--- config.mk ---
export PLATFORM = sky130hd
export DESIGN_NAME = fpmc_top
export DESIGN_NICKNAME = d
export VERILOG_FILES = /design/src/verilog/fpmc_pkg.sv /design/src/verilog/fpmc_switch_in.sv /design/src/verilog/fpmc_top.sv
export SDC_FILE = /design/constraint.sdc
export NUM_CORES = 1
export LEC_CHECK = 0
export BUFFER_PORTS_ARGS = -buffer_cell sky130_fd_sc_hd__buf_2
export CAP_MARGIN = 20
export CORE_MARGIN = 2
export CORE_UTILIZATION = 66
export DETAILED_ROUTE_END_ITERATION = 7
export GPL_ROUTABILITY_DRIVEN = 0
export PLACE_DENSITY = 0.86
export REMOVE_ABC_BUFFERS = 1
export SYNTH_ARGS = -nofsm -noshare
export SYNTH_HDL_FRONTEND = slang
export SYNTH_SLANG_ARGS = --single-unit
--- constraint.sdc ---
create_clock -name mclk -period 10.4 [get_ports mclk]
set_input_delay 2.08 -clock mclk [delete_from_list [all_inputs] [get_ports mclk]]
set_output_delay 2.08 -clock mclk [all_outputs]
set_load 0.05 [all_outputs]
--- src/verilog/fpmc_pkg.sv ---
// Package for the front-panel menu controller: constants, types, map
// Function
// - Session starts on execute; commits only on save-page yes, else discards
// - About 30 s without switch activity abandons edits and restores
// - Committed settings kept in retained storage, reinstated at power-up
// - Power-up display: all segments, version, then frequency and gain
// - Horizontal rocker moves cursor one place left or right
// - Vertical rocker raises or lowers digit under cursor when editing
// - Vertical rocker flips on/off functions in either direction
// - Edited frequency applied only after save confirmed
// - Gain applied live per digit; stored only after yes
// - Yes commits all; no restores frequency and gain, undoing live gain
// - Gain steps are 1 or 10 dB by cursor digit
// - Gain limited to 0 through 50 dB
// - Page order freq, gain, remote, ref, link, address; save after
// - Execute on a page advances to next page; at the top cursor place it jumps to save
// - Alarm raised whenever any synthesizer loop loses lock
// - Mute LED follows mute; remote LED follows remote selection
package fpmc_pkg;
  localparam int unsigned CLK_HZ = 250_000_000;
  localparam int unsigned IDLE_S = 30;
  localparam longint unsigned IDLE_CYC = longint'(IDLE_S) * CLK_HZ;
  localparam int unsigned LAMP_MS = 1000;
  localparam longint unsigned LAMP_CYC = longint'(LAMP_MS) * (CLK_HZ / 1000);
  localparam int unsigned DEB_MS = 10;
  localparam longint unsigned DEB_CYC = longint'(DEB_MS) * (CLK_HZ / 1000);
  // Register byte offsets
  localparam logic [5:0] A_CTRL = 6'h00;
  localparam logic [5:0] A_STATE = 6'h04;
  localparam logic [5:0] A_ISTAT = 6'h08;
  localparam logic [5:0] A_IMASK = 6'h0c;
  localparam logic [5:0] A_NVFRQ = 6'h10;
  localparam logic [5:0] A_NVGN = 6'h14;
  localparam logic [5:0] A_NVOPT = 6'h18;
  localparam logic [5:0] A_VER = 6'h1c;
  // Status bits
  localparam int IB_COMMIT = 0;
  localparam int IB_ABANDON = 1;
  localparam int IB_LOCKLOSS = 2;
  localparam int IB_NVWR = 3;
  localparam int IW = 4;
  localparam logic [10:0] FRQ_MIN = 11'h1f4;
  localparam logic [10:0] FRQ_MAX = 11'h3e8;
  localparam logic [10:0] FRQ_RST = 11'h2ee;
  localparam logic [5:0] GN_MAX = 6'h32;
  localparam logic [5:0] GN_RST = 6'h00;
  localparam logic [4:0] ADR_MAX = 5'h1f;
  localparam logic [31:0] VERSION = 32'h0000_0100; // arbitrary
  typedef enum logic [2:0] {
    PG_IDLE, PG_FRQ, PG_GAIN, PG_REM, PG_REF, PG_LINK, PG_ADDR, PG_SAVE
  } fpmc_page_t;
  typedef enum logic [1:0] {
    PH_LAMP, PH_VER, PH_RUN
  } fpmc_phase_t;
  typedef struct packed {
    logic [10:0] freq;
    logic [5:0] gain;
    logic mute;
    logic remote;
    logic ext_ref;
    logic link485;
    logic [4:0] addr;
  } fpmc_set_t;
  typedef struct packed {
    logic exec;
    logic left;
    logic right;
    logic up;
    logic down;
  } fpmc_sw_t;
endpackage : fpmc_pkg

--- src/verilog/fpmc_switch_in.sv ---
// Switch synchroniser, debouncer and press-pulse generator
module fpmc_switch_in #(
  parameter int unsigned DEB = 32'(fpmc_pkg::DEB_CYC)
) (
  input wire logic mclk, // Clock
  input wire logic rst_n, // Async reset
  input wire logic raw, // Pin, active high
  output logic press // One-cycle press pulse
);
  initial begin
    if (DEB < 1) $error("DEB must be at least one");
  end
  logic s1, s2, s3, level;
  logic [31:0] cnt;
  always_ff @(posedge mclk or negedge rst_n) begin
    if (!rst_n) begin
      s1 <= 1'b0;
      s2 <= 1'b0;
      s3 <= 1'b0;
    end else begin
      s1 <= raw;
      s2 <= s1;
      s3 <= s2;
    end
  end
  wire agree = (s2 == s3);
  wire differ = agree && (s3 != level);
  wire settled = differ && (cnt >= DEB - 1);
  always_ff @(posedge mclk or negedge rst_n) begin
    if (!rst_n) begin
      cnt <= 32'h0;
      level <= 1'b0;
      press <= 1'b0;
    end else begin
      cnt <= (differ && !settled) ? cnt + 32'h1 : 32'h0;
      press <= settled && s3;
      if (settled) begin
        level <= s3;
      end
    end
  end
endmodule : fpmc_switch_in

--- src/verilog/fpmc_top.sv ---
// Front-panel menu controller with Avalon-MM register slave
//
// The implementer's own choices: the Avalon-MM slave port and the placing of the registers.
module fpmc_top #(
  parameter longint unsigned IDLE_CYCLES = fpmc_pkg::IDLE_CYC,
  parameter longint unsigned LAMP_CYCLES = fpmc_pkg::LAMP_CYC,
  parameter longint unsigned DEB_CYCLES = fpmc_pkg::DEB_CYC
) (
  input wire logic mclk, // 250 MHz clock
  input wire logic rst_n, // Async reset, active low
  input wire logic [5:0] avs_address, // Byte address
  input wire logic avs_read, // Read request
  input wire logic avs_write, // Write request
  input wire logic [31:0] avs_writedata, // Write data
  input wire logic [3:0] avs_byteenable, // Byte lanes
  output logic [31:0] avs_readdata, // Read data
  output logic avs_waitrequest, // Stall
  output logic irq, // Level interrupt
  input wire logic [4:0] sw_pins, // exec,left,right,up,down
  input wire logic [1:0] lock_pins, // Synth lock, high = locked
  output logic [10:0] rf_freq, // Applied frequency MHz
  output logic [5:0] rf_gain, // Applied gain dB
  output logic rf_mute, // Applied mute
  output logic rf_ext_ref, // External reference select
  output logic [2:0] lcd_page, // Page shown
  output logic [1:0] lcd_phase, // Power-up display phase
  output logic [3:0] lcd_cursor, // Cursor digit
  output logic [10:0] lcd_freq, // Displayed frequency
  output logic [5:0] lcd_gain, // Displayed gain
  output logic led_alarm, // Alarm LED
  output logic led_mute, // Mute LED
  output logic led_remote // Remote LED
);
  initial begin
    if (IDLE_CYCLES < 1 || LAMP_CYCLES < 1 || DEB_CYCLES < 1) begin
      $error("Cycle counts must be at least one");
    end
  end

  fpmc_pkg::fpmc_sw_t sw_press;
  logic [4:0] press_vec;
  genvar gi;
  generate
    for (gi = 0; gi < 5; gi++) begin : g_sw
      fpmc_switch_in #(.DEB(int'(DEB_CYCLES))) u_sw (
        .mclk(mclk),
        .rst_n(rst_n),
        .raw(sw_pins[gi]),
        .press(press_vec[gi])
      );
    end
  endgenerate
  assign sw_press = fpmc_pkg::fpmc_sw_t'(press_vec);
  wire any_press = |press_vec;

  logic [1:0] lk1, lk2, lk3, lock_ok;
  always_ff @(posedge mclk or negedge rst_n) begin
    if (!rst_n) begin
      lk1 <= 2'h3;
      lk2 <= 2'h3;
      lk3 <= 2'h3;
      lock_ok <= 2'h3;
    end else begin
      lk1 <= lock_pins;
      lk2 <= lk1;
      lk3 <= lk2;
      // Follow a bit once the second and third stages agree
      lock_ok <= (lock_ok & (lk2 ^ lk3)) | (lk2 & lk3);
    end
  end

  // Retained storage image; written only by commit or software
  fpmc_pkg::fpmc_set_t nv, live, edit;
  fpmc_pkg::fpmc_page_t page;
  fpmc_pkg::fpmc_phase_t phase;
  logic [3:0] cursor;
  logic [63:0] lamp_cnt, idle_cnt;
  logic save_yes;

  function automatic logic [10:0] dstep(input logic [3:0] c);
    case (c)
      4'h0: dstep = 11'h001;
      4'h1: dstep = 11'h00a;
      4'h2: dstep = 11'h064;
      default: dstep = 11'h3e8;
    endcase
  endfunction

  wire in_session = (page != fpmc_pkg::PG_IDLE);
  wire run = (phase == fpmc_pkg::PH_RUN);
  wire on_freq = (page == fpmc_pkg::PG_FRQ);
  wire on_gain = (page == fpmc_pkg::PG_GAIN);
  wire on_save = (page == fpmc_pkg::PG_SAVE);
  wire [3:0] cur_max = on_freq ? 4'h4 : on_gain ? 4'h2 :
                       on_save ? 4'h0 : 4'h1;
  wire timeout = in_session && (idle_cnt >= IDLE_CYCLES - 1);
  // top cursor place of every page except save is the save-jump item
  wire jump = (cursor == cur_max) && !on_save;
  wire [10:0] fstep = dstep(cursor);
  wire [5:0] gstep = (cursor == 4'h0) ? 6'h01 : 6'h0a;
  wire [11:0] f_up = {1'b0, edit.freq} + {1'b0, fstep};
  wire [11:0] f_dn = {1'b0, edit.freq} - {1'b0, fstep};
  wire [10:0] f_new = sw_press.up ?
    ((f_up > {1'b0, fpmc_pkg::FRQ_MAX}) ? fpmc_pkg::FRQ_MAX : f_up[10:0]) :
    ((f_dn[11] || f_dn < {1'b0, fpmc_pkg::FRQ_MIN}) ? fpmc_pkg::FRQ_MIN :
     f_dn[10:0]);
  wire [6:0] g_up = {1'b0, edit.gain} + {1'b0, gstep};
  wire [6:0] g_dn = {1'b0, edit.gain} - {1'b0, gstep};
  wire [5:0] g_new = sw_press.up ?
    ((g_up > {1'b0, fpmc_pkg::GN_MAX}) ? fpmc_pkg::GN_MAX : g_up[5:0]) :
    (g_dn[6] ? 6'h00 : g_dn[5:0]);
  wire vert = sw_press.up || sw_press.down;
  wire commit = on_save && sw_press.exec && save_yes;
  wire discard = (on_save && sw_press.exec && !save_yes) || timeout;

  // Register bus
  logic [3:0] istat, imask;
  logic sw_nv_wr;
  wire bus_wr = avs_write && !avs_waitrequest;
  wire [3:0] set_ev = {sw_nv_wr, 1'b0, 1'b0, 1'b0} |
                      {1'b0, ~&lock_ok & run, discard, commit};
  wire [3:0] clr_ev = (bus_wr && avs_address == fpmc_pkg::A_ISTAT &&
                       avs_byteenable[0]) ? avs_writedata[3:0] : 4'h0;
  logic [31:0] rd_mux;
  always_comb begin
    case (avs_address)
      fpmc_pkg::A_CTRL: rd_mux = {31'h0, save_yes};
      fpmc_pkg::A_STATE: rd_mux = {20'h0, cursor, 2'h0, phase, 1'b0, page};
      fpmc_pkg::A_ISTAT: rd_mux = {28'h0, istat};
      fpmc_pkg::A_IMASK: rd_mux = {28'h0, imask};
      fpmc_pkg::A_NVFRQ: rd_mux = {21'h0, nv.freq};
      fpmc_pkg::A_NVGN: rd_mux = {26'h0, nv.gain};
      fpmc_pkg::A_NVOPT: rd_mux = {23'h0, nv.addr, nv.link485, nv.ext_ref,
                                   nv.remote, nv.mute};
      fpmc_pkg::A_VER: rd_mux = fpmc_pkg::VERSION;
      default: rd_mux = 32'h0;
    endcase
  end

  always_ff @(posedge mclk or negedge rst_n) begin
    if (!rst_n) begin
      avs_waitrequest <= 1'b1;
      avs_readdata <= 32'h0;
    end else begin
      avs_waitrequest <= !((avs_read || avs_write) && avs_waitrequest);
      if (avs_read && avs_waitrequest) begin
        avs_readdata <= rd_mux;
      end
    end
  end

  always_ff @(posedge mclk or negedge rst_n) begin
    if (!rst_n) begin
      istat <= 4'h0;
      imask <= 4'h0;
      irq <= 1'b0;
    end else begin
      // Set wins over clear
      istat <= (istat & ~clr_ev) | set_ev;
      if (bus_wr && avs_address == fpmc_pkg::A_IMASK && avs_byteenable[0]) begin
        imask <= avs_writedata[3:0];
      end
      irq <= |(istat & imask);
    end
  end

  // retained image, software may preload it (power-return restore)
  wire nv_bus_f = bus_wr && avs_address == fpmc_pkg::A_NVFRQ;
  wire nv_bus_g = bus_wr && avs_address == fpmc_pkg::A_NVGN;
  wire nv_bus_o = bus_wr && avs_address == fpmc_pkg::A_NVOPT;
  always_ff @(posedge mclk or negedge rst_n) begin
    if (!rst_n) begin
      nv <= '{fpmc_pkg::FRQ_RST, fpmc_pkg::GN_RST, 1'b0, 1'b0, 1'b0, 1'b0,
              5'h00};
      sw_nv_wr <= 1'b0;
    end else begin
      sw_nv_wr <= commit;
      if (commit) begin
        nv <= edit;
      end else if (!run) begin
        if (nv_bus_f) nv.freq <= avs_writedata[10:0];
        if (nv_bus_g && avs_writedata[5:0] <= fpmc_pkg::GN_MAX) begin
          nv.gain <= avs_writedata[5:0];
        end
        if (nv_bus_o) begin
          {nv.addr, nv.link485, nv.ext_ref, nv.remote, nv.mute} <=
            avs_writedata[8:0];
        end
      end
    end
  end

  always_ff @(posedge mclk or negedge rst_n) begin
    if (!rst_n) begin
      save_yes <= 1'b0;
    end else if (bus_wr && avs_address == fpmc_pkg::A_CTRL) begin
      save_yes <= avs_writedata[0];
    end else if (on_save && vert) begin
      save_yes <= !save_yes;
    end else if (!on_save) begin
      save_yes <= 1'b0;
    end
  end

  always_ff @(posedge mclk or negedge rst_n) begin
    if (!rst_n) begin
      phase <= fpmc_pkg::PH_LAMP;
      lamp_cnt <= 64'h0;
    end else begin
      case (phase)
        fpmc_pkg::PH_LAMP, fpmc_pkg::PH_VER: begin
          lamp_cnt <= lamp_cnt + 64'h1;
          if (lamp_cnt >= LAMP_CYCLES - 1) begin
            lamp_cnt <= 64'h0;
            phase <= (phase == fpmc_pkg::PH_LAMP) ? fpmc_pkg::PH_VER :
                     fpmc_pkg::PH_RUN;
          end
        end
        fpmc_pkg::PH_RUN: phase <= fpmc_pkg::PH_RUN;
        default: phase <= fpmc_pkg::PH_LAMP;
      endcase
    end
  end

  always_ff @(posedge mclk or negedge rst_n) begin
    if (!rst_n) begin
      idle_cnt <= 64'h0;
    end else if (!in_session || any_press || commit || discard) begin
      idle_cnt <= 64'h0;
    end else begin
      idle_cnt <= idle_cnt + 64'h1;
    end
  end

  // Menu sequencer
  always_ff @(posedge mclk or negedge rst_n) begin
    if (!rst_n) begin
      page <= fpmc_pkg::PG_IDLE;
      cursor <= 4'h0;
      edit <= '0;
    end else if (!run) begin
      edit <= nv;
    end else if (commit || discard) begin
      page <= fpmc_pkg::PG_IDLE;
      cursor <= 4'h0;
      if (discard) edit <= live;
    end else begin
      case (page)
        fpmc_pkg::PG_IDLE: begin
          edit <= live;
          if (sw_press.exec) begin
            page <= fpmc_pkg::PG_FRQ;
          end
        end
        default: begin
          if (sw_press.exec) begin
            cursor <= 4'h0;
            if (jump || page == fpmc_pkg::PG_ADDR) begin
              page <= fpmc_pkg::PG_SAVE;
            end else begin
              page <= fpmc_pkg::fpmc_page_t'(page + 3'h1);
            end
          end else if (sw_press.left && cursor < cur_max) begin
            cursor <= cursor + 4'h1;
          end else if (sw_press.right && cursor != 4'h0) begin
            cursor <= cursor - 4'h1;
          end else if (vert && cursor != cur_max) begin
            case (page)
              fpmc_pkg::PG_FRQ: edit.freq <= f_new;
              fpmc_pkg::PG_GAIN: edit.gain <= g_new;
              fpmc_pkg::PG_REM: edit.remote <= !edit.remote;
              fpmc_pkg::PG_REF: edit.ext_ref <= !edit.ext_ref;
              fpmc_pkg::PG_LINK: edit.link485 <= !edit.link485;
              fpmc_pkg::PG_ADDR: begin
                edit.addr <= sw_press.up ? edit.addr + 5'h01 :
                             edit.addr - 5'h01;
              end
              default: edit.mute <= edit.mute;
            endcase
          end
        end
      endcase
    end
  end

  // Applied settings
  always_ff @(posedge mclk or negedge rst_n) begin
    if (!rst_n) begin
      live <= '{fpmc_pkg::FRQ_RST, fpmc_pkg::GN_RST, 1'b0, 1'b0, 1'b0, 1'b0,
                5'h00};
    end else if (!run) begin
      live <= nv;
    end else if (commit) begin
      live <= edit;
    end else if (discard) begin
      live.gain <= nv.gain;
    end else if (on_gain) begin
      live.gain <= edit.gain;
    end
  end

  always_ff @(posedge mclk or negedge rst_n) begin
    if (!rst_n) begin
      rf_freq <= fpmc_pkg::FRQ_RST;
      rf_gain <= fpmc_pkg::GN_RST;
      rf_mute <= 1'b1;
      rf_ext_ref <= 1'b0;
      lcd_page <= 3'h0;
      lcd_phase <= 2'h0;
      lcd_cursor <= 4'h0;
      lcd_freq <= 11'h0;
      lcd_gain <= 6'h0;
      led_alarm <= 1'b0;
      led_mute <= 1'b0;
      led_remote <= 1'b0;
    end else begin
      rf_freq <= live.freq;
      rf_gain <= live.gain;
      rf_mute <= live.mute || !run;
      rf_ext_ref <= live.ext_ref;
      lcd_page <= page;
      lcd_phase <= phase;
      lcd_cursor <= cursor;
      lcd_freq <= in_session ? edit.freq : live.freq;
      lcd_gain <= in_session ? edit.gain : live.gain;
      led_alarm <= ~&lock_ok;
      led_mute <= live.mute;
      led_remote <= live.remote;
    end
  end
endmodule : fpmc_top

# Word-level counts from Yosys, hierarchy flattened
# Index checks and enable logic that the tools add are counted.
totals:
  latch_bits: 0
  rom_bits: 0
  input_bits: 53
  reg_bits: 500
  mem_bits_rw: 0
  mem_count: 0
  elab_cells: 321
classes:
  muxes: 64
  multipliers: 0
  n_eq_ne: 47
  n_reduce_logical: 93
  n_bitwise: 10
  div_mod_pow: 0
  n_lt_le_gt_ge: 12
  n_shift: 0
  addsub: 16
ops:
  columns: ["operator", "count"]
  rows:
  - ["two-way mux 26 bit", 11]
  - ["adder 32 x 1 -> 32 bit (second input constant)", 5]
  - [">= comparator 32 x 22 -> 1 bit (second input constant)", 5]
  - ["two-way mux 32 bit", 5]
  - ["adder 64 x 1 -> 64 bit (second input constant)", 2]
  - ["two-way mux 64 bit", 2]
  - ["case mux 12 bit (8 select lines)", 1]
  - ["two-way mux 11 bit", 7]
  - [">= comparator 64 x 28 -> 1 bit (second input constant)", 1]
  - [">= comparator 64 x 33 -> 1 bit (second input constant)", 1]
  - ["two-way mux 6 bit", 9]
  - ["logical AND 1 bit", 41]
  - ["AND reduction 6 bit", 6]
  - ["inequality test 4 x 1 -> 1 bit (second input constant)", 8]
  - ["case mux 10 bit (3 select lines)", 1]
  - ["two-way mux 4 bit", 7]
  - ["equality test 6 x 5 -> 1 bit (second input constant)", 4]
  - ["two-way mux 3 bit", 6]
  - ["two-way mux 9 bit", 2]
  - ["zero test 1 bit", 15]
  - ["adder 11 x 11 -> 12 bit", 1]
  - ["equality test 3 bit (second input constant)", 4]
  - ["equality test 6 x 4 -> 1 bit (second input constant)", 2]
  - ["greater-than comparator 12 x 10 -> 1 bit (second input constant)", 1]
  - ["other kinds (54)", 95]

# Logic depth before layout (Yosys ltp)
# Gate-level depths: netlist of run 1.
depth:
  ltp_word: 15
  depth_mapped: 18

# Hierarchy
# Synthesis of run 1 repeated with hierarchy kept, for this count alone.
hier_totals:
  hier_cells: 2238
  area_unflattened_um2: 22723.0
by_module_without_submodules:
  columns: ["module", "area_each_um2", "seq_area_each_um2", "cells_each", "instances"]
  rows:
  - ["fpmc_top", 14840.5, 7420.9, 1528, 1]
  - ["fpmc_switch_in", 1576.5, 925.9, 142, 5]

# Worst setup path before layout of run 1
# No wires, ideal clock.
synth_path:
  kind: "input port to flip-flop"
  from: "in avs_address[1]"
  to: "reg nv[10] (netlist name)"
  setup_slack_ns: 6.573
  path_buffers: 1
  required_ns: 10.267
  setup_time_ns: 0.133
  stages: 7
  arrival_ns: 3.694
  path_cell_list: "nor3_1 > nand2_1 > nor3b_1 > and3_1 > clkbuf_1 > mux2i_1 > o21ai_0"
synth_between:
  elab_chain_len: 5
synth_lines:
  columns: ["element", "line", "text"]
  rows:
  - ["start, declared", "fpmc_top.sv:11", "input wire logic [5:0] avs_address,"]
  - ["equality test 6 x 5 -> 1 bit", "fpmc_top.sv:169", "wire nv_bus_g = bus_wr && avs_address == fpmc_pkg::A_NVGN;"]
  - ["logical AND 1 bit", "fpmc_top.sv:169", null]
  - ["logical AND 1 bit", "fpmc_top.sv:182", "if (nv_bus_g && avs_writedata[5:0] <= fpmc_pkg::GN_MAX) begin"]
  - ["nonzero test 2 bit (no line)", null, null]
  - ["AND reduction 2 bit (no line)", null, null]
  - ["end signal, assigned", "fpmc_top.sv:173", "nv <= '{fpmc_pkg::FRQ_RST, fpmc_pkg::GN_RST, 1'b0, 1'b0, 1'b0, 1'b0,"]
  - ["end signal, assigned", "fpmc_top.sv:179", "nv <= edit;"]
  - ["end, declared", "fpmc_top.sv:73", "fpmc_pkg::fpmc_set_t nv, live, edit;"]
# Every way passes these cells.
# A chain may end at the register's enable or synchronous reset.

# Final worst setup path of run 1
layout_path:
  from: "reg cursor[1]"
  to: "reg edit[17] (netlist name)"
layout_between:
  elab_chain_len: 15
  elab_cells_between_ends: 30
  classes_between: "2 x add/sub; 3 x order compare; 6 x eq/ne; 12 x mux; 7 x reduce/logical"
layout_lines:
  columns: ["element", "line", "text"]
  rows:
  - ["start, declared", "fpmc_top.sv:76", "logic [3:0] cursor;"]
  - ["start signal, assigned", "fpmc_top.sv:264", "cursor <= cursor + 4'h1;"]
  - ["start signal, assigned", "fpmc_top.sv:266", "cursor <= cursor - 4'h1;"]
  - ["equality test 4 x 2 -> 1 bit, or another cell as far along", "fpmc_top.sv:81", "case (c)"]
  - ["case mux 10 bit (3 select lines)", "fpmc_top.sv:81", null]
  - ["subtractor 11 x 11 -> 12 bit", "fpmc_top.sv:102", "wire [11:0] f_dn = {1'b0, edit.freq} - {1'b0, fstep};"]
  - ["less-than comparator 12 x 9 -> 1 bit", "fpmc_top.sv:105", "((f_dn[11] || f_dn < {1'b0, fpmc_pkg::FRQ_MIN}) ? fpmc_pkg::FRQ_MIN :"]
  - ["logical OR 1 bit", "fpmc_top.sv:105", null]
  - ["two-way mux 11 bit", "fpmc_top.sv:105", null]
  - ["two-way mux 11 bit", "fpmc_top.sv:103", "wire [10:0] f_new = sw_press.up ?"]
  - ["two-way mux 11 bit", "fpmc_top.sv:268", "case (page)"]
  - ["two-way mux 26 bit", "fpmc_top.sv:267", "end else if (vert && cursor != cur_max) begin"]
  - ["two-way mux 26 bit", "fpmc_top.sv:265", "end else if (sw_press.right && cursor != 4'h0) begin"]
  - ["two-way mux 26 bit", "fpmc_top.sv:263", "end else if (sw_press.left && cursor < cur_max) begin"]
  - ["two-way mux 26 bit", "fpmc_top.sv:256", "if (sw_press.exec) begin"]
  - ["two-way mux 26 bit", "fpmc_top.sv:248", "case (page)"]
  - ["two-way mux 26 bit", "fpmc_top.sv:243", "end else if (commit || discard) begin"]
  - ["two-way mux 26 bit", "fpmc_top.sv:241", "end else if (!run) begin"]
  - ["end signal, assigned", "fpmc_top.sv:242", "edit <= nv;"]
  - ["end signal, assigned", "fpmc_top.sv:246", "if (discard) edit <= live;"]
  - ["end signal, assigned", "fpmc_top.sv:250", "edit <= live;"]
  - ["end, declared", "fpmc_top.sv:73", null]
# Parallel ways exist; a longest one is shown, timed or not. The select of a mux whose other input is x is not followed.

==> insert_results.sql, run 1 <==
INSERT INTO impl_metrics (metric_group, metric, value, unit) VALUES
('sta', 'max_slew_margin', '0.2643', ''),
('clock_network', 'ctsLongestPathBuffers', '3', ''),
('final_layout', 'final_cell_area', '24700', 'um2'),
('critical_path', 'path_max_fanout', '9', ''),
('critical_path', 'worst_r2r_endpoint', 'edit[17]', ''),
('synth', 'synth.cells.most_frequent', 'dfrtp_1 (449), nand2_1 (294), nor2_1 (286), o21ai_0 (120), nand3_1 (94)', ''),
('floorplan', 'placementRows', '66', ''),
('min_path', 'timing.hold.worst_endpoint', 'g_sw[0].u_sw.s2', ''),
('placed_design', 'half_perimeter_wire_length_of_the_detailed_placement_result', '32440', 'um'),
('power', 'pwr_density', '163.1', 'nW/um2'),
('global_routing', 'globalRouteTotalUtil', '0.2868', ''),
('synth', 'synth_edf_count', '0', ''),
('sta', 'tightest_slew', '1.094', 'ns'),
('clock_network', 'cts.sink_count', '480', ''),
('synth', 'synthArstFlopShare', '1.000', ''),
('route', 'antenna_left', '0', ''),
('synth', 'ys_seq_area_frac', '0.5468', ''),
('critical_path', 'worstSetupPathType', 'flip-flop to flip-flop', ''),
('min_path', 'hp-class', 'flip-flop to flip-flop', ''),
('floorplan', 'die_area', '34870', 'um2'),
('floorplan', 'initial_utilization', '0.6739', ''),
('status', 'run_status', 'complete, no violations', ''),
('sta', 'slew_viol_final', '0', ''),
('route', 'drt_pass1_iterations', '8', ''),
('clock_network', 'clkLatencyLatePin', '0.56', 'ns'),
('final_layout', 'antenna-diode-count', '0', ''),
('global_routing', 'globalRoute.totalOverflow', '0', ''),
('floorplan', 'io-pin-count', '135', ''),
('global_routing', 'grt_first_pass_wirelength', '82120', 'um'),
('route', 'detailed_route_iter0_violations', '1455', ''),
('critical_path', 'start_kind', 'flip-flop', ''),
('sta', 'finalWorstPathRequiredPeriod', '4.718', 'ns'),
('placed_design', 'portBuffers', '90', ''),
('synth', 'yosys_register_bits', '480', ''),
('critical_path', 'worst-r2r-cell-count', '15', ''),
('route', 'detail_route.wirelength', '49360', 'um'),
('clock_network', 'cts_resized', '0', ''),
('synth', 'ys.warnings.count', '0', ''),
('sta', 'number_of_endpoints_failing_setup_at_the_final_stage', '0', ''),
('synth', 'synth_ff_type', 'dfrtp_1', ''),
('placed_design', 'postPlaceCellArea', '23090', 'um2'),
('critical_path', 'r2r_slack', '5.68', 'ns'),
('synth', 'postSynthCellCount', '2192', ''),
('synth', 'synth_area_per_cell', '10.05', 'um2'),
('floorplan', 'fp.dieW', '186.7', 'um'),
('critical_path', 'timing.critical_path.required', '10.84', 'ns'),
('synth', 'mapped_area', '22040', 'um2'),
('power', 'reported_leakage_power', '0.01099', 'uW'),
('sta', 'layout_worst_path_cycle_share', '0.4536', ''),
('run', 'maximum_capacitance_violations', '0', ''),
('route', 'total_via_count_after_detailed_routing', '16830', ''),
('sta', 'setup-tns-final', '0', 'ns'),
('floorplan', 'dieHeight', '186.7', 'um'),
('synth', 'post-synth-top-area-fraction', '0.5098', ''),
('route', 'drc', '0', ''),
('final_layout', 'instances_no_fill', '2833', ''),
('critical_path', 'endpoint_arrival_time_on_the_critical_path', '5.15', 'ns'),
('clock_network', 'clk_pin_slew', '0.06', 'ns'),
('power', 'peakVddDrop', '0.1436', 'mV'),
('final_layout', 'flow.area_growth_from_synthesis', '12.08', '%'),
('sta', 'achievable-frequency', '0.2120', 'GHz'),
('min_path', 'hold_path_depth', '0', ''),
('synth', 'synth.area.top_cells', 'dfrtp_1 (51%), nand2_1 (5.0%), nor2_1 (4.9%)', ''),
('critical_path', 'critical_path.endpoint_type', 'flip-flop', ''),
('sta', 'fin_worst_skew', '0.01975', 'ns'),
('critical_path', 'critical_path.reg2reg.startpoint', 'cursor[1]', ''),
('global_routing', 'antenna_found_initial', '0', ''),
('placed_design', 'dpl.cell_count', '2744', ''),
('clock_network', 'cts_setup_buffers', '0', ''),
('clock_network', 'cts_tree', 'built', ''),
('route', 'post_drt_wl_per_cell', '17.42', 'um');
critical path, stage by stage (launching register included):
cell and delay, ns:
dfrtp_1 0.62, inv_1 0.16, ha_1 0.21, nand2_1 0.36, inv_1 0.18, o21ai_0 0.47
ha_1 0.43, nor2_1 0.24, o2111ai_1 0.20, a31oi_2 0.36, xor2_1 0.26, a2bb2oi_2 0.25
a21oi_1 0.14, o31ai_1 0.31, a211oi_1 0.12, a221o_1 0.29
per-layer routing:
metal | routed length [um] | global-route usage | vias up
met3 | 3498 | 0.05116 | 166
met1 | 19510 | 0.3632 | 8218
li1 | - | - | 7756
met4 | 2291 | 0.1352 | 0
met5 | 0 | 0 | -
met2 | 24060 | 0.4830 | 694
where the power goes:
part | internal (uW) | total, uW | switching [uW] | leakage, uW
clock network | 1020 | 1720 | 702 | 0.000777
logic | 99.8 | 321 | 221 | 0.00432
registers | 1940 | 1990 | 52.3 | 0.00589
placed cells by master (no fill, tap or decap), types with 15 or more instances in the layout:
cell type | Yosys | final
nor4_1 | 32 | 32
a21oi_1 | 54 | 54
buf_2 | 16 | 89
clkbuf_16 | 0 | 49
and2_1 | 43 | 43
nand3_1 | 94 | 94
a21o_1 | 19 | 19
nor3_1 | 33 | 32
inv_1 | 58 | 58
and3_1 | 45 | 45
buf_4 | 22 | 15
dfstp_2 | 31 | 31
nor2_1 | 286 | 285
a31oi_1 | 32 | 32
o21ai_0 | 120 | 120
xor2_1 | 78 | 78
nand4_1 | 21 | 21
nor2b_1 | 24 | 23
ha_1 | 56 | 55
o31ai_1 | 20 | 20
mux2i_1 | 29 | 29
xnor2_1 | 71 | 71
dfrtp_1 | 449 | 449
conb_1 | 1 | 101
nand2_1 | 294 | 294
per-stage QoR:
step,hold slack (ns),worst slack [ns],total power [uW],utilization
final,0.3465,5.682,4029,0.7553
after global routing,0.3576,5.454,4175,0.7553
after detailed placement,0.3358,5.620,2332,0.7061
after floorplan,0.3312,6.373,2219,-
after global placement,0.3330,5.715,2318,0.7061
after CTS,0.3495,5.776,4047,0.7545
cell type report:
type	instances	area (um2)
clock buffers	68	1368
clock inverters	20	215.2
fillers	2098	8001
inverters	61	229.0
multi-input cells	1656	9684
flip-flops and latches	480	12050
well taps	442	553.0
repair buffers	106	600.6
worst max-delay path by stage:
stage	from	endpoint	slack (ns)
global route	cursor[1]	edit[17]	5.45
finish	cursor[1]	edit[17]	5.68
CTS	cursor[1]	edit[17]	5.78
detailed placement	avs_address[1]	nv[25]	5.62
floorplan	avs_address[1]	nv[19]	6.37
global placement	avs_address[1]	nv[25]	5.72
kinds of logic (layout without fill, tap and decap cells):
kind of cell / count (synthesis) / after routing / synth area share
buffers and inverters: 156 / 255 / 0.03157
and+or+nand+nor: 928 / 928 / 0.1937
DFF: 480 / 480 / 0.5468
xor gates and xnor gates: 150 / 150 / 0.05995
other: 1 / 101 / 0.0001702
adders and majority gates: 61 / 61 / 0.03633
AOI/OAI and AO/OA: 382 / 382 / 0.1158
muxes: 34 / 34 / 0.01573
registers in the layout, indices dropped and copies added, names as in the netlist, 6 cells and up:
name and flops:
g_sw.u_sw.cnt 160, live 26, idle_cnt 64, rf_freq 11, lcd_gain 6, lamp_cnt 64, edit 26, lcd_freq 11
rf_gain 6, avs_readdata 12, nv 26
Power figures use the tool's default switching activity.
==> run 2, diff against run 1 <==
--- a/config.mk
+++ b/config.mk
@@ -5,13 +5,14 @@
 export SDC_FILE = /design/constraint.sdc
 export NUM_CORES = 1
 export LEC_CHECK = 0
+export ABC_AREA = 1
 export BUFFER_PORTS_ARGS = -buffer_cell sky130_fd_sc_hd__buf_2
 export CAP_MARGIN = 20
 export CORE_MARGIN = 2
-export CORE_UTILIZATION = 66
+export CORE_UTILIZATION = 55
 export DETAILED_ROUTE_END_ITERATION = 7
 export GPL_ROUTABILITY_DRIVEN = 0
-export PLACE_DENSITY = 0.86
+export PLACE_DENSITY = 0.76
 export REMOVE_ABC_BUFFERS = 1
 export SYNTH_ARGS = -nofsm -noshare
 export SYNTH_HDL_FRONTEND = slang
==> constraint.sdc (replaced) <==
create_clock -name mclk -period 3.95 [get_ports mclk]
set_input_delay 0.79 -clock mclk [delete_from_list [all_inputs] [get_ports mclk]]
set_output_delay 0.79 -clock mclk [all_outputs]
set_load 0.05 [all_outputs]
==> run 2 against run 1 <==
Clock skew shrank 0.0017 ns. Design area rose by 5.6%. Global-route usage is 4.0 points lower. Non-clock buffer count up 8. Via count grew 11%.
==> insert_results.sql, run 2 <==
INSERT INTO impl_metrics (metric_group, metric, value, unit) VALUES
('critical_path', 'critical_path.reg2reg.startpoint', 'cursor[0]', ''),
('clock_network', 'cts_tree', 'built', ''),
('synth', 'synth_mux_area_frac', '0.0004329', ''),
('final_layout', 'drive_gt1_frac', '0.1075', ''),
('final_layout', 'largest_register', 'g_sw.u_sw.cnt', ''),
('critical_path', 'critical_path.endpoint_type', 'flip-flop', ''),
('run', 'maximum_capacitance_violations', '0', ''),
('synth', 'yosys_register_bits', '480', ''),
('sta', 'setup-tns-final', '0', 'ns'),
('clock_network', 'cts_root_buf', 'clkbuf_16', ''),
('route', 'total_via_count_after_detailed_routing', '18660', ''),
('sta', 'tightest_slew', '1.023', 'ns'),
('clock_network', 'cts_setup_buffers', '0', ''),
('final_layout', 'instances_no_fill', '3446', ''),
('critical_path', 'crit_start', 'cursor[0]', ''),
('global_routing', 'globalRoute.totalOverflow', '0', ''),
('global_routing', 'globalRouteTotalUtil', '0.2469', ''),
('floorplan', 'io-pin-count', '135', ''),
('clock_network', 'cts_resized', '0', ''),
('route', 'detailed_route_iter0_violations', '1785', ''),
('synth', 'synthDominantAreaCellType', 'dfrtp_1', ''),
('synth', 'synth_ff_type', 'dfrtp_1', ''),
('final_layout', 'number_of_flip_flops_in_the_largest_register', '160', ''),
('final_layout', 'nNetsFinal', '2978', ''),
('clock_network', 'ctsLongestPathBuffers', '3', ''),
('power', 'pwr_density', '430.5', 'nW/um2'),
('floorplan', 'std_cell_core_area', '41760', 'um2'),
('sta', 'worst_hold_slack', '0.2137', 'ns'),
('clock_network', 'clk_pin_slew', '0.06', 'ns'),
('global_routing', 'pin_count_of_the_biggest_net_entering_global_routing', '99', ''),
('synth', 'post-synth-top-area-fraction', '0.4859', ''),
('power', 'reported_leakage_power', '0.01206', 'uW'),
('final_layout', 'flow.area_growth_from_synthesis', '12.77', '%'),
('route', 'drc', '0', ''),
('synth', 'post_synth_fa_ha_maj_area_fraction', '0.03463', ''),
('floorplan', 'initial_utilization', '0.5537', ''),
('synth', 'ys_seq_area_frac', '0.5212', ''),
('sta', 'layout_worst_path_cycle_share', '0.9279', ''),
('sta', 'grt_setup_unrepaired', 'false', ''),
('placed_design', 'half_perimeter_wire_length_of_the_detailed_placement_result', '37350', 'um'),
('sta', 'finalWorstPathRequiredPeriod', '3.665', 'ns'),
('power', 'totalPowerFinal', '11220', 'uW'),
('floorplan', 'placementRows', '75', ''),
('power', 'peakVddDrop', '0.4021', 'mV'),
('final_layout', 'post-route-util', '0.6244', ''),
('synth', 'synth_edf_count', '0', ''),
('synth', 'synth.cells.most_frequent', 'nand2_1 (594), dfrtp_1 (449), inv_1 (329), nor2_1 (319), nand3_1 (140)', ''),
('placed_design', 'dpl.cell_count', '3352', ''),
('status', 'run_status', 'complete, no violations', ''),
('synth', 'yosys.cell_count.top_type', 'nand2_1', ''),
('final_layout', 'leading_cell_type_in_the_layout_fill_and_taps_excluded', 'nand2_1', ''),
('synth', 'synth_compound_area_frac', '0.08999', ''),
('critical_path', 'worstSetupPathType', 'flip-flop to flip-flop', ''),
('sta', 'slew_viol_final', '0', ''),
('synth', 'ys.warnings.count', '0', ''),
('clock_network', 'cts.sink_count', '480', ''),
('global_routing', 'antenna_found_initial', '9', ''),
('synth', 'synthSimpleGateAreaFrac', '0.2444', ''),
('sta', 'max_slew_margin', '0.3111', ''),
('synth', 'postSynthCellCount', '2684', ''),
('synth', 'synth_area_per_cell', '8.615', 'um2'),
('critical_path', 'endpoint_arrival_time_on_the_critical_path', '4.12', 'ns'),
('route', 'drt_pass1_iterations', '6', ''),
('min_path', 'hp-class', 'primary input to asynchronous set/reset pin', ''),
('route', 'post_drt_wl_per_cell', '15.35', 'um'),
('synth', 'synth.area.top_cells', 'dfrtp_1 (49%), nand2_1 (9.6%), inv_1 (5.3%)', ''),
('synth', 'netlist-cell-type-count', '62', ''),
('clock_network', 'cts.htree.levels', '2', ''),
('route', 'antenna_left', '0', ''),
('global_routing', 'grt_pass1_vias', '18240', ''),
('critical_path', 'timing.critical_path.required', '4.40', 'ns'),
('sta', 'final_report_hold_violation_count', '0', ''),
('synth', 'mapped_area', '23120', 'um2'),
('sta', 'achievable-frequency', '0.2728', 'GHz'),
('floorplan', 'fp.dieW', '209.0', 'um'),
('sta', 'fin_worst_skew', '0.01802', 'ns'),
('final_layout', 'top_flop_regs', 'g_sw.u_sw.cnt (160), idle_cnt (64), lamp_cnt (64)', ''),
('route', 'detail_route.wirelength', '52900', 'um'),
('synth', 'dominant_combinational_cell_family_by_area_after_synthesis', 'simple AND/OR/NAND/NOR gates', ''),
('critical_path', 'start_kind', 'flip-flop', ''),
('sta', 'number_of_endpoints_failing_setup_at_the_final_stage', '0', ''),
('global_routing', 'grt_first_pass_wirelength', '88250', 'um'),
('final_layout', 'number_of_fill_cells_in_the_layout', '3385', ''),
('final_layout', 'mostFrequentLayoutCells', 'nand2_1 (592), dfrtp_1 (449), inv_1 (328), nor2_1 (315), nand3_1 (139)', ''),
('clock_network', 'clkLatencyLatePin', '0.58', 'ns'),
('floorplan', 'die_area', '43700', 'um2'),
('clock_network', 'cts_inserted_buffers', '49', ''),
('floorplan', 'dieHeight', '209.0', 'um'),
('synth', 'synthArstFlopShare', '1.000', ''),
('route', 'avgViaCountPerCell', '5.416', ''),
('placed_design', 'portBuffers', '90', ''),
('clock_network', 'cts-hold-fix-buffers', '0', ''),
('critical_path', 'path_max_fanout', '7', ''),
('synth', 'post_synth_xor_area_fraction', '0.03561', '');
-- run 2: report_power, final --
| group | switching [uW] | leakage, uW | internal [uW] | total [uW] |
|---|---|---|---|---|
| combinational | 926 | 0.00534 | 362 | 1290 |
| clock | 1900 | 0.000809 | 2690 | 4590 |
| sequential | 170 | 0.00592 | 5180 | 5350 |
| total | 2990 | 0.0121 | 8230 | 11200 |
-- run 2: cell type report --
class / instances / area (um2) / area share
clock inverter: 22 / 205.2 / 0.007869
clock buffer: 68 / 1408 / 0.05398
inverter: 339 / 1272 / 0.04880
multi-input combinational: 1880 / 9764 / 0.3745
timing repair buffer: 114 / 690.7 / 0.02649
sequential: 480 / 12050 / 0.4621
antenna: 4 / 10.01 / 0.0003839
tap: 539 / 674.4 / 0.02586
-- run 2: path summary, 6_finish.rpt --
kind / end / slack, ns / cells past startpoint
worst max-delay path: edit[23] / 0.28 / 24
worst min-delay path: g_sw[3].u_sw.cnt[7] / 0.21 / 1
worst max register to register: edit[23] / 0.28 / 24
worst min register to register: g_sw[3].u_sw.s2 / 0.34 / 0
max in group asynchronous: lk3[1] / 2.72 / 2
min in group mclk: lk1[0] / 0.31 / 1
-- run 2: stage by stage --
| step | worst slack, ns | area, um2 |
|---|---|---|
| floorplan | 0.6982 | 23070 |
| global placement | 0.2975 | 24430 |
| detailed placement | 0.2217 | 24430 |
| CTS | 0.1773 | 26050 |
| global route | 0.003757 | 26070 |
| finish | 0.2848 | 26080 |
-- run 2: logic make-up (layout without fill, tap and decap cells) --
kind of cell    after synthesis  in the layout
flops                       480            480
compound gates              344            344
xor+xnor                     94             94
mux                           1              1
fa+ha+maj                    61             61
simple gates               1279           1279
buf+inv                     424            543
other cells                   1            105
-- run 2: critical path: stages, from the launching register on --
cell and delay (ns):
dfrtp_1 0.49, inv_2 0.16, ha_1 0.17, inv_1 0.06
nor2_1 0.24, nor2_1 0.13, nor2_2 0.17, inv_1 0.10
ha_1 0.34, inv_1 0.14, nor2_1 0.20, and2_1 0.19
nand4_1 0.13, nand3_1 0.10, nand2_1 0.06, nand2_1 0.07
nand2_1 0.12, inv_1 0.17, nand3_1 0.10, nand2_1 0.08
nand3_1 0.08, nand2_1 0.07, nand2_1 0.05, nand2_1 0.06
nand2_1 0.05
-- run 2: layer usage --
layer | GRT usage | routed length, um
met5 | 0 | 69
met4 | 0.08719 | 1483
met3 | 0.05951 | 4733
met2 | 0.3964 | 24680
met1 | 0.3296 | 21930
==> run 3, diff against run 2 <==
--- a/config.mk
+++ b/config.mk
@@ -9,11 +9,12 @@
 export BUFFER_PORTS_ARGS = -buffer_cell sky130_fd_sc_hd__buf_2
 export CAP_MARGIN = 20
 export CORE_MARGIN = 2
-export CORE_UTILIZATION = 55
+export CORE_UTILIZATION = 56
 export DETAILED_ROUTE_END_ITERATION = 7
 export GPL_ROUTABILITY_DRIVEN = 0
-export PLACE_DENSITY = 0.76
+export PLACE_DENSITY = 0.77
 export REMOVE_ABC_BUFFERS = 1
 export SYNTH_ARGS = -nofsm -noshare
 export SYNTH_HDL_FRONTEND = slang
+export SYNTH_HIERARCHICAL = 1
 export SYNTH_SLANG_ARGS = --single-unit
==> run 3 against run 2 <==
Non-clock buffer count unchanged. Worst hold slack worse by 0.0086 ns. Global-route usage grew 0.49 points. Register-to-register slack gained 0.08 ns. Critical path type unchanged. Critical endpoint is now edit[24].
==> insert_results.sql, run 3 <==
INSERT INTO impl_metrics (metric_group, metric, value, unit) VALUES
('synth', 'post_synth_fa_ha_maj_area_fraction', '0.03234', ''),
('global_routing', 'grt_first_pass_wirelength', '95830', 'um'),
('sta', 'number_of_endpoints_failing_setup_at_the_final_stage', '0', ''),
('clock_network', 'ctsLongestPathBuffers', '3', ''),
('clock_network', 'cts.sink_count', '480', ''),
('critical_path', 'worst-r2r-cell-count', '19', ''),
('route', 'total_via_count_after_detailed_routing', '20110', ''),
('synth', 'mapped_area', '24760', 'um2'),
('route', 'antenna_left', '0', ''),
('critical_path', 'endpoint_arrival_time_on_the_critical_path', '4.07', 'ns'),
('sta', 'final_report_hold_violation_count', '0', ''),
('synth', 'synth.cells.most_frequent', 'nand2_1 (611), dfrtp_1 (449), nor2_1 (419), inv_1 (406), nand3_1 (152)', ''),
('synth', 'netlist-cell-type-count', '61', ''),
('final_layout', 'top_flop_regs', 'g_sw.u_sw/cnt (160), idle_cnt (64), lamp_cnt (64)', ''),
('min_path', 'hp-class', 'primary input to asynchronous set/reset pin', ''),
('floorplan', 'die_area', '45910', 'um2'),
('floorplan', 'io-pin-count', '135', ''),
('final_layout', 'flow.area_growth_from_synthesis', '11.49', '%'),
('power', 'peakVddDrop', '0.3346', 'mV'),
('sta', 'fin_worst_skew', '0.04066', 'ns'),
('critical_path', 'start_kind', 'flip-flop', ''),
('synth', 'synth_edf_count', '0', ''),
('power', 'internal_power', '8217', 'uW'),
('global_routing', 'globalRoute.totalOverflow', '0', ''),
('floorplan', 'std_cell_core_area', '43930', 'um2'),
('route', 'drc', '0', ''),
('final_layout', 'nNetsFinal', '3242', ''),
('final_layout', 'number_of_flip_flops_in_the_largest_register', '160', ''),
('clock_network', 'cts_setup_buffers', '0', ''),
('clock_network', 'cts_root_buf', 'clkbuf_16', ''),
('power', 'pwr_density', '409.1', 'nW/um2'),
('synth', 'ys_seq_area_frac', '0.4867', ''),
('global_routing', 'antenna_found_initial', '0', ''),
('sta', 'achievable-frequency', '0.2791', 'GHz'),
('synth', 'dominant_combinational_cell_family_by_area_after_synthesis', 'simple AND/OR/NAND/NOR gates', ''),
('power', 'power.share.combinational', '0.119', ''),
('power', 'power.net_switching', '3077', 'uW'),
('synth', 'synth_mux_area_frac', '0', ''),
('final_layout', 'mostFrequentLayoutCells', 'nand2_1 (610), dfrtp_1 (449), nor2_1 (415), inv_1 (405), nand3_1 (152)', ''),
('sta', 'slew_viol_final', '0', ''),
('floorplan', 'dieHeight', '214.3', 'um'),
('sta', 'layout_worst_path_cycle_share', '0.9071', ''),
('synth', 'synthDominantAreaCellType', 'dfrtp_1', ''),
('synth', 'synth_ff_type', 'dfrtp_1', ''),
('synth', 'synth.area.top_cells', 'dfrtp_1 (45%), nand2_1 (9.3%), nor2_1 (6.4%)', ''),
('route', 'post_drt_wl_per_cell', '15.12', 'um'),
('clock_network', 'cts_tree', 'built', ''),
('global_routing', 'pin_count_of_the_biggest_net_entering_global_routing', '94', ''),
('floorplan', 'initial_utilization', '0.5636', ''),
('synth', 'postSynthCellCount', '2955', ''),
('run', 'maximum_capacitance_violations', '0', ''),
('critical_path', 'path_max_fanout', '10', ''),
('synth', 'yosys.cell_count.top_type', 'nand2_1', ''),
('final_layout', 'largest_register', 'g_sw.u_sw/cnt', ''),
('synth', 'post_synth_xor_area_fraction', '0.03749', ''),
('floorplan', 'fp.dieW', '214.3', 'um'),
('sta', 'grt_setup_unrepaired', 'false', ''),
('clock_network', 'cts_inserted_buffers', '49', ''),
('power', 'power_frac_clock', '0.407', ''),
('clock_network', 'clk_pin_slew', '0.07', 'ns'),
('critical_path', 'timing.critical_path.required', '4.44', 'ns'),
('placed_design', 'half_perimeter_wire_length_of_the_detailed_placement_result', '39910', 'um'),
('route', 'drt_pass1_iterations', '8', ''),
('clock_network', 'cts.htree.levels', '2', ''),
('sta', 'tightest_slew', '0.9352', 'ns'),
('sta', 'worst_hold_slack', '0.2051', 'ns'),
('synth', 'yosys_register_bits', '480', ''),
('synth', 'synthArstFlopShare', '1.000', ''),
('synth', 'ys.warnings.count', '6', ''),
('synth', 'post-synth-top-area-fraction', '0.4538', ''),
('synth', 'synth_area_per_cell', '8.379', 'um2'),
('placed_design', 'portBuffers', '90', ''),
('power', 'netSwitchingFraction', '0.2725', ''),
('final_layout', 'leading_cell_type_in_the_layout_fill_and_taps_excluded', 'nand2_1', ''),
('global_routing', 'globalRouteTotalUtil', '0.2518', ''),
('final_layout', 'drive_gt1_frac', '0.1260', ''),
('synth', 'synthSimpleGateAreaFrac', '0.2708', ''),
('power', 'reported_leakage_power', '0.01291', 'uW'),
('floorplan', 'placementRows', '77', ''),
('sta', 'finalWorstPathRequiredPeriod', '3.583', 'ns'),
('sta', 'max_slew_margin', '0.3750', ''),
('sta', 'setup-tns-final', '0', 'ns'),
('final_layout', 'antenna-diode-count', '0', ''),
('clock_network', 'clkLatencyLatePin', '0.61', 'ns'),
('critical_path', 'worstSetupPathType', 'flip-flop to flip-flop', ''),
('critical_path', 'critical_path.endpoint_type', 'flip-flop', ''),
('route', 'detail_route.wirelength', '56820', 'um'),
('route', 'detailed_route_iter0_violations', '1788', ''),
('synth', 'synth_compound_area_frac', '0.08535', ''),
('status', 'run_status', 'complete, no violations', ''),
('power', 'sequentialPowerShare', '0.474', ''),
('final_layout', 'post-route-util', '0.6284', ''),
('global_routing', 'grt_pass1_vias', '20070', ''),
('route', 'avgViaCountPerCell', '5.350', '');
[run 3: worst paths after layout]
| kind | startpoint | end | slack (ns) |
|---|---|---|---|
| max | cursor[0] | edit[24] | 0.37 |
| min | rst_n | istat[2] | 0.21 |
| max reg2reg | cursor[0] | edit[24] | 0.37 |
| min reg2reg | lk1[0] | lk2[0] | 0.35 |
| max in group asynchronous | rst_n | idle_cnt[7] | 2.69 |
| min in group mclk | lock_pins[1] | lk1[1] | 0.29 |
[run 3: per-layer routing]
| layer | track usage | part of all wire |
|---|---|---|
| met2 | 0.4221 | 0.48 |
| met5 | 0 | 0 |
| met1 | 0.3230 | 0.41 |
| met3 | 0.05206 | 0.077 |
| met4 | 0.09583 | 0.035 |
[run 3: area by class of cell]
type | instances | area (um2)
fillers | 3686 | 16330
flip-flops and latches | 480 | 12050
multi-input cells | 2064 | 10940
inverters | 419 | 1573
clock buffers | 72 | 1445
well taps | 592 | 740.7
repair buffers | 114 | 698.2
clock inverters | 18 | 155.1
[run 3: logic make-up after synthesis]
family | after synthesis
AND/OR/NAND/NOR | 1452
flip-flops | 480
adder cells (fa/ha/maj) | 61
AO/OA/AOI/OAI | 344
other | 6
buffers and inverters | 506
XOR/XNOR | 106
[run 3: metrics by stage]
step	instances	cell area [um2]	worst slack [ns]	power, uW
floorplan	2963	24550	0.8390	6311
global placement	3668	25980	0.3728	6713
detailed placement	3668	25980	0.2840	6755
CTS	3758	27580	0.2657	11360
global route	3759	27610	0.03558	11760
finish	3759	27610	0.3670	11290
[run 3: repair_timing]
action	in CTS	in global routing
gates resized for setup	0	5
hold buffers	0	0
endpoints found under the setup margin	0	11
[run 3: critical path, stage by stage (launching register included)]
cell,delay (ns)
dfrtp_1,0.46
inv_2,0.17
ha_1,0.16
inv_1,0.04
nor2_2,0.26
inv_1,0.10
nand2_1,0.24
nand2_1,0.15
ha_1,0.43
inv_1,0.13
nor2_1,0.19
nand4_1,0.14
nand4_1,0.09
nand2_1,0.07
nor2_2,0.33
nand3_1,0.11
nand2_1,0.08
nand2_1,0.07
a21oi_1,0.17
o21ai_2,0.07
[run 3: power groups by stage]
stage          clock [uW]  sequential, uW  combinational [uW]
6_report             4600            5350                1350
4_1_cts              4680            5350                1330
3_5_place_dp            0            5430                1320
3_3_place_gp            0            5420                1290
2_1_floorplan           0            5590                 725
5_1_grt              4880            5370                1500
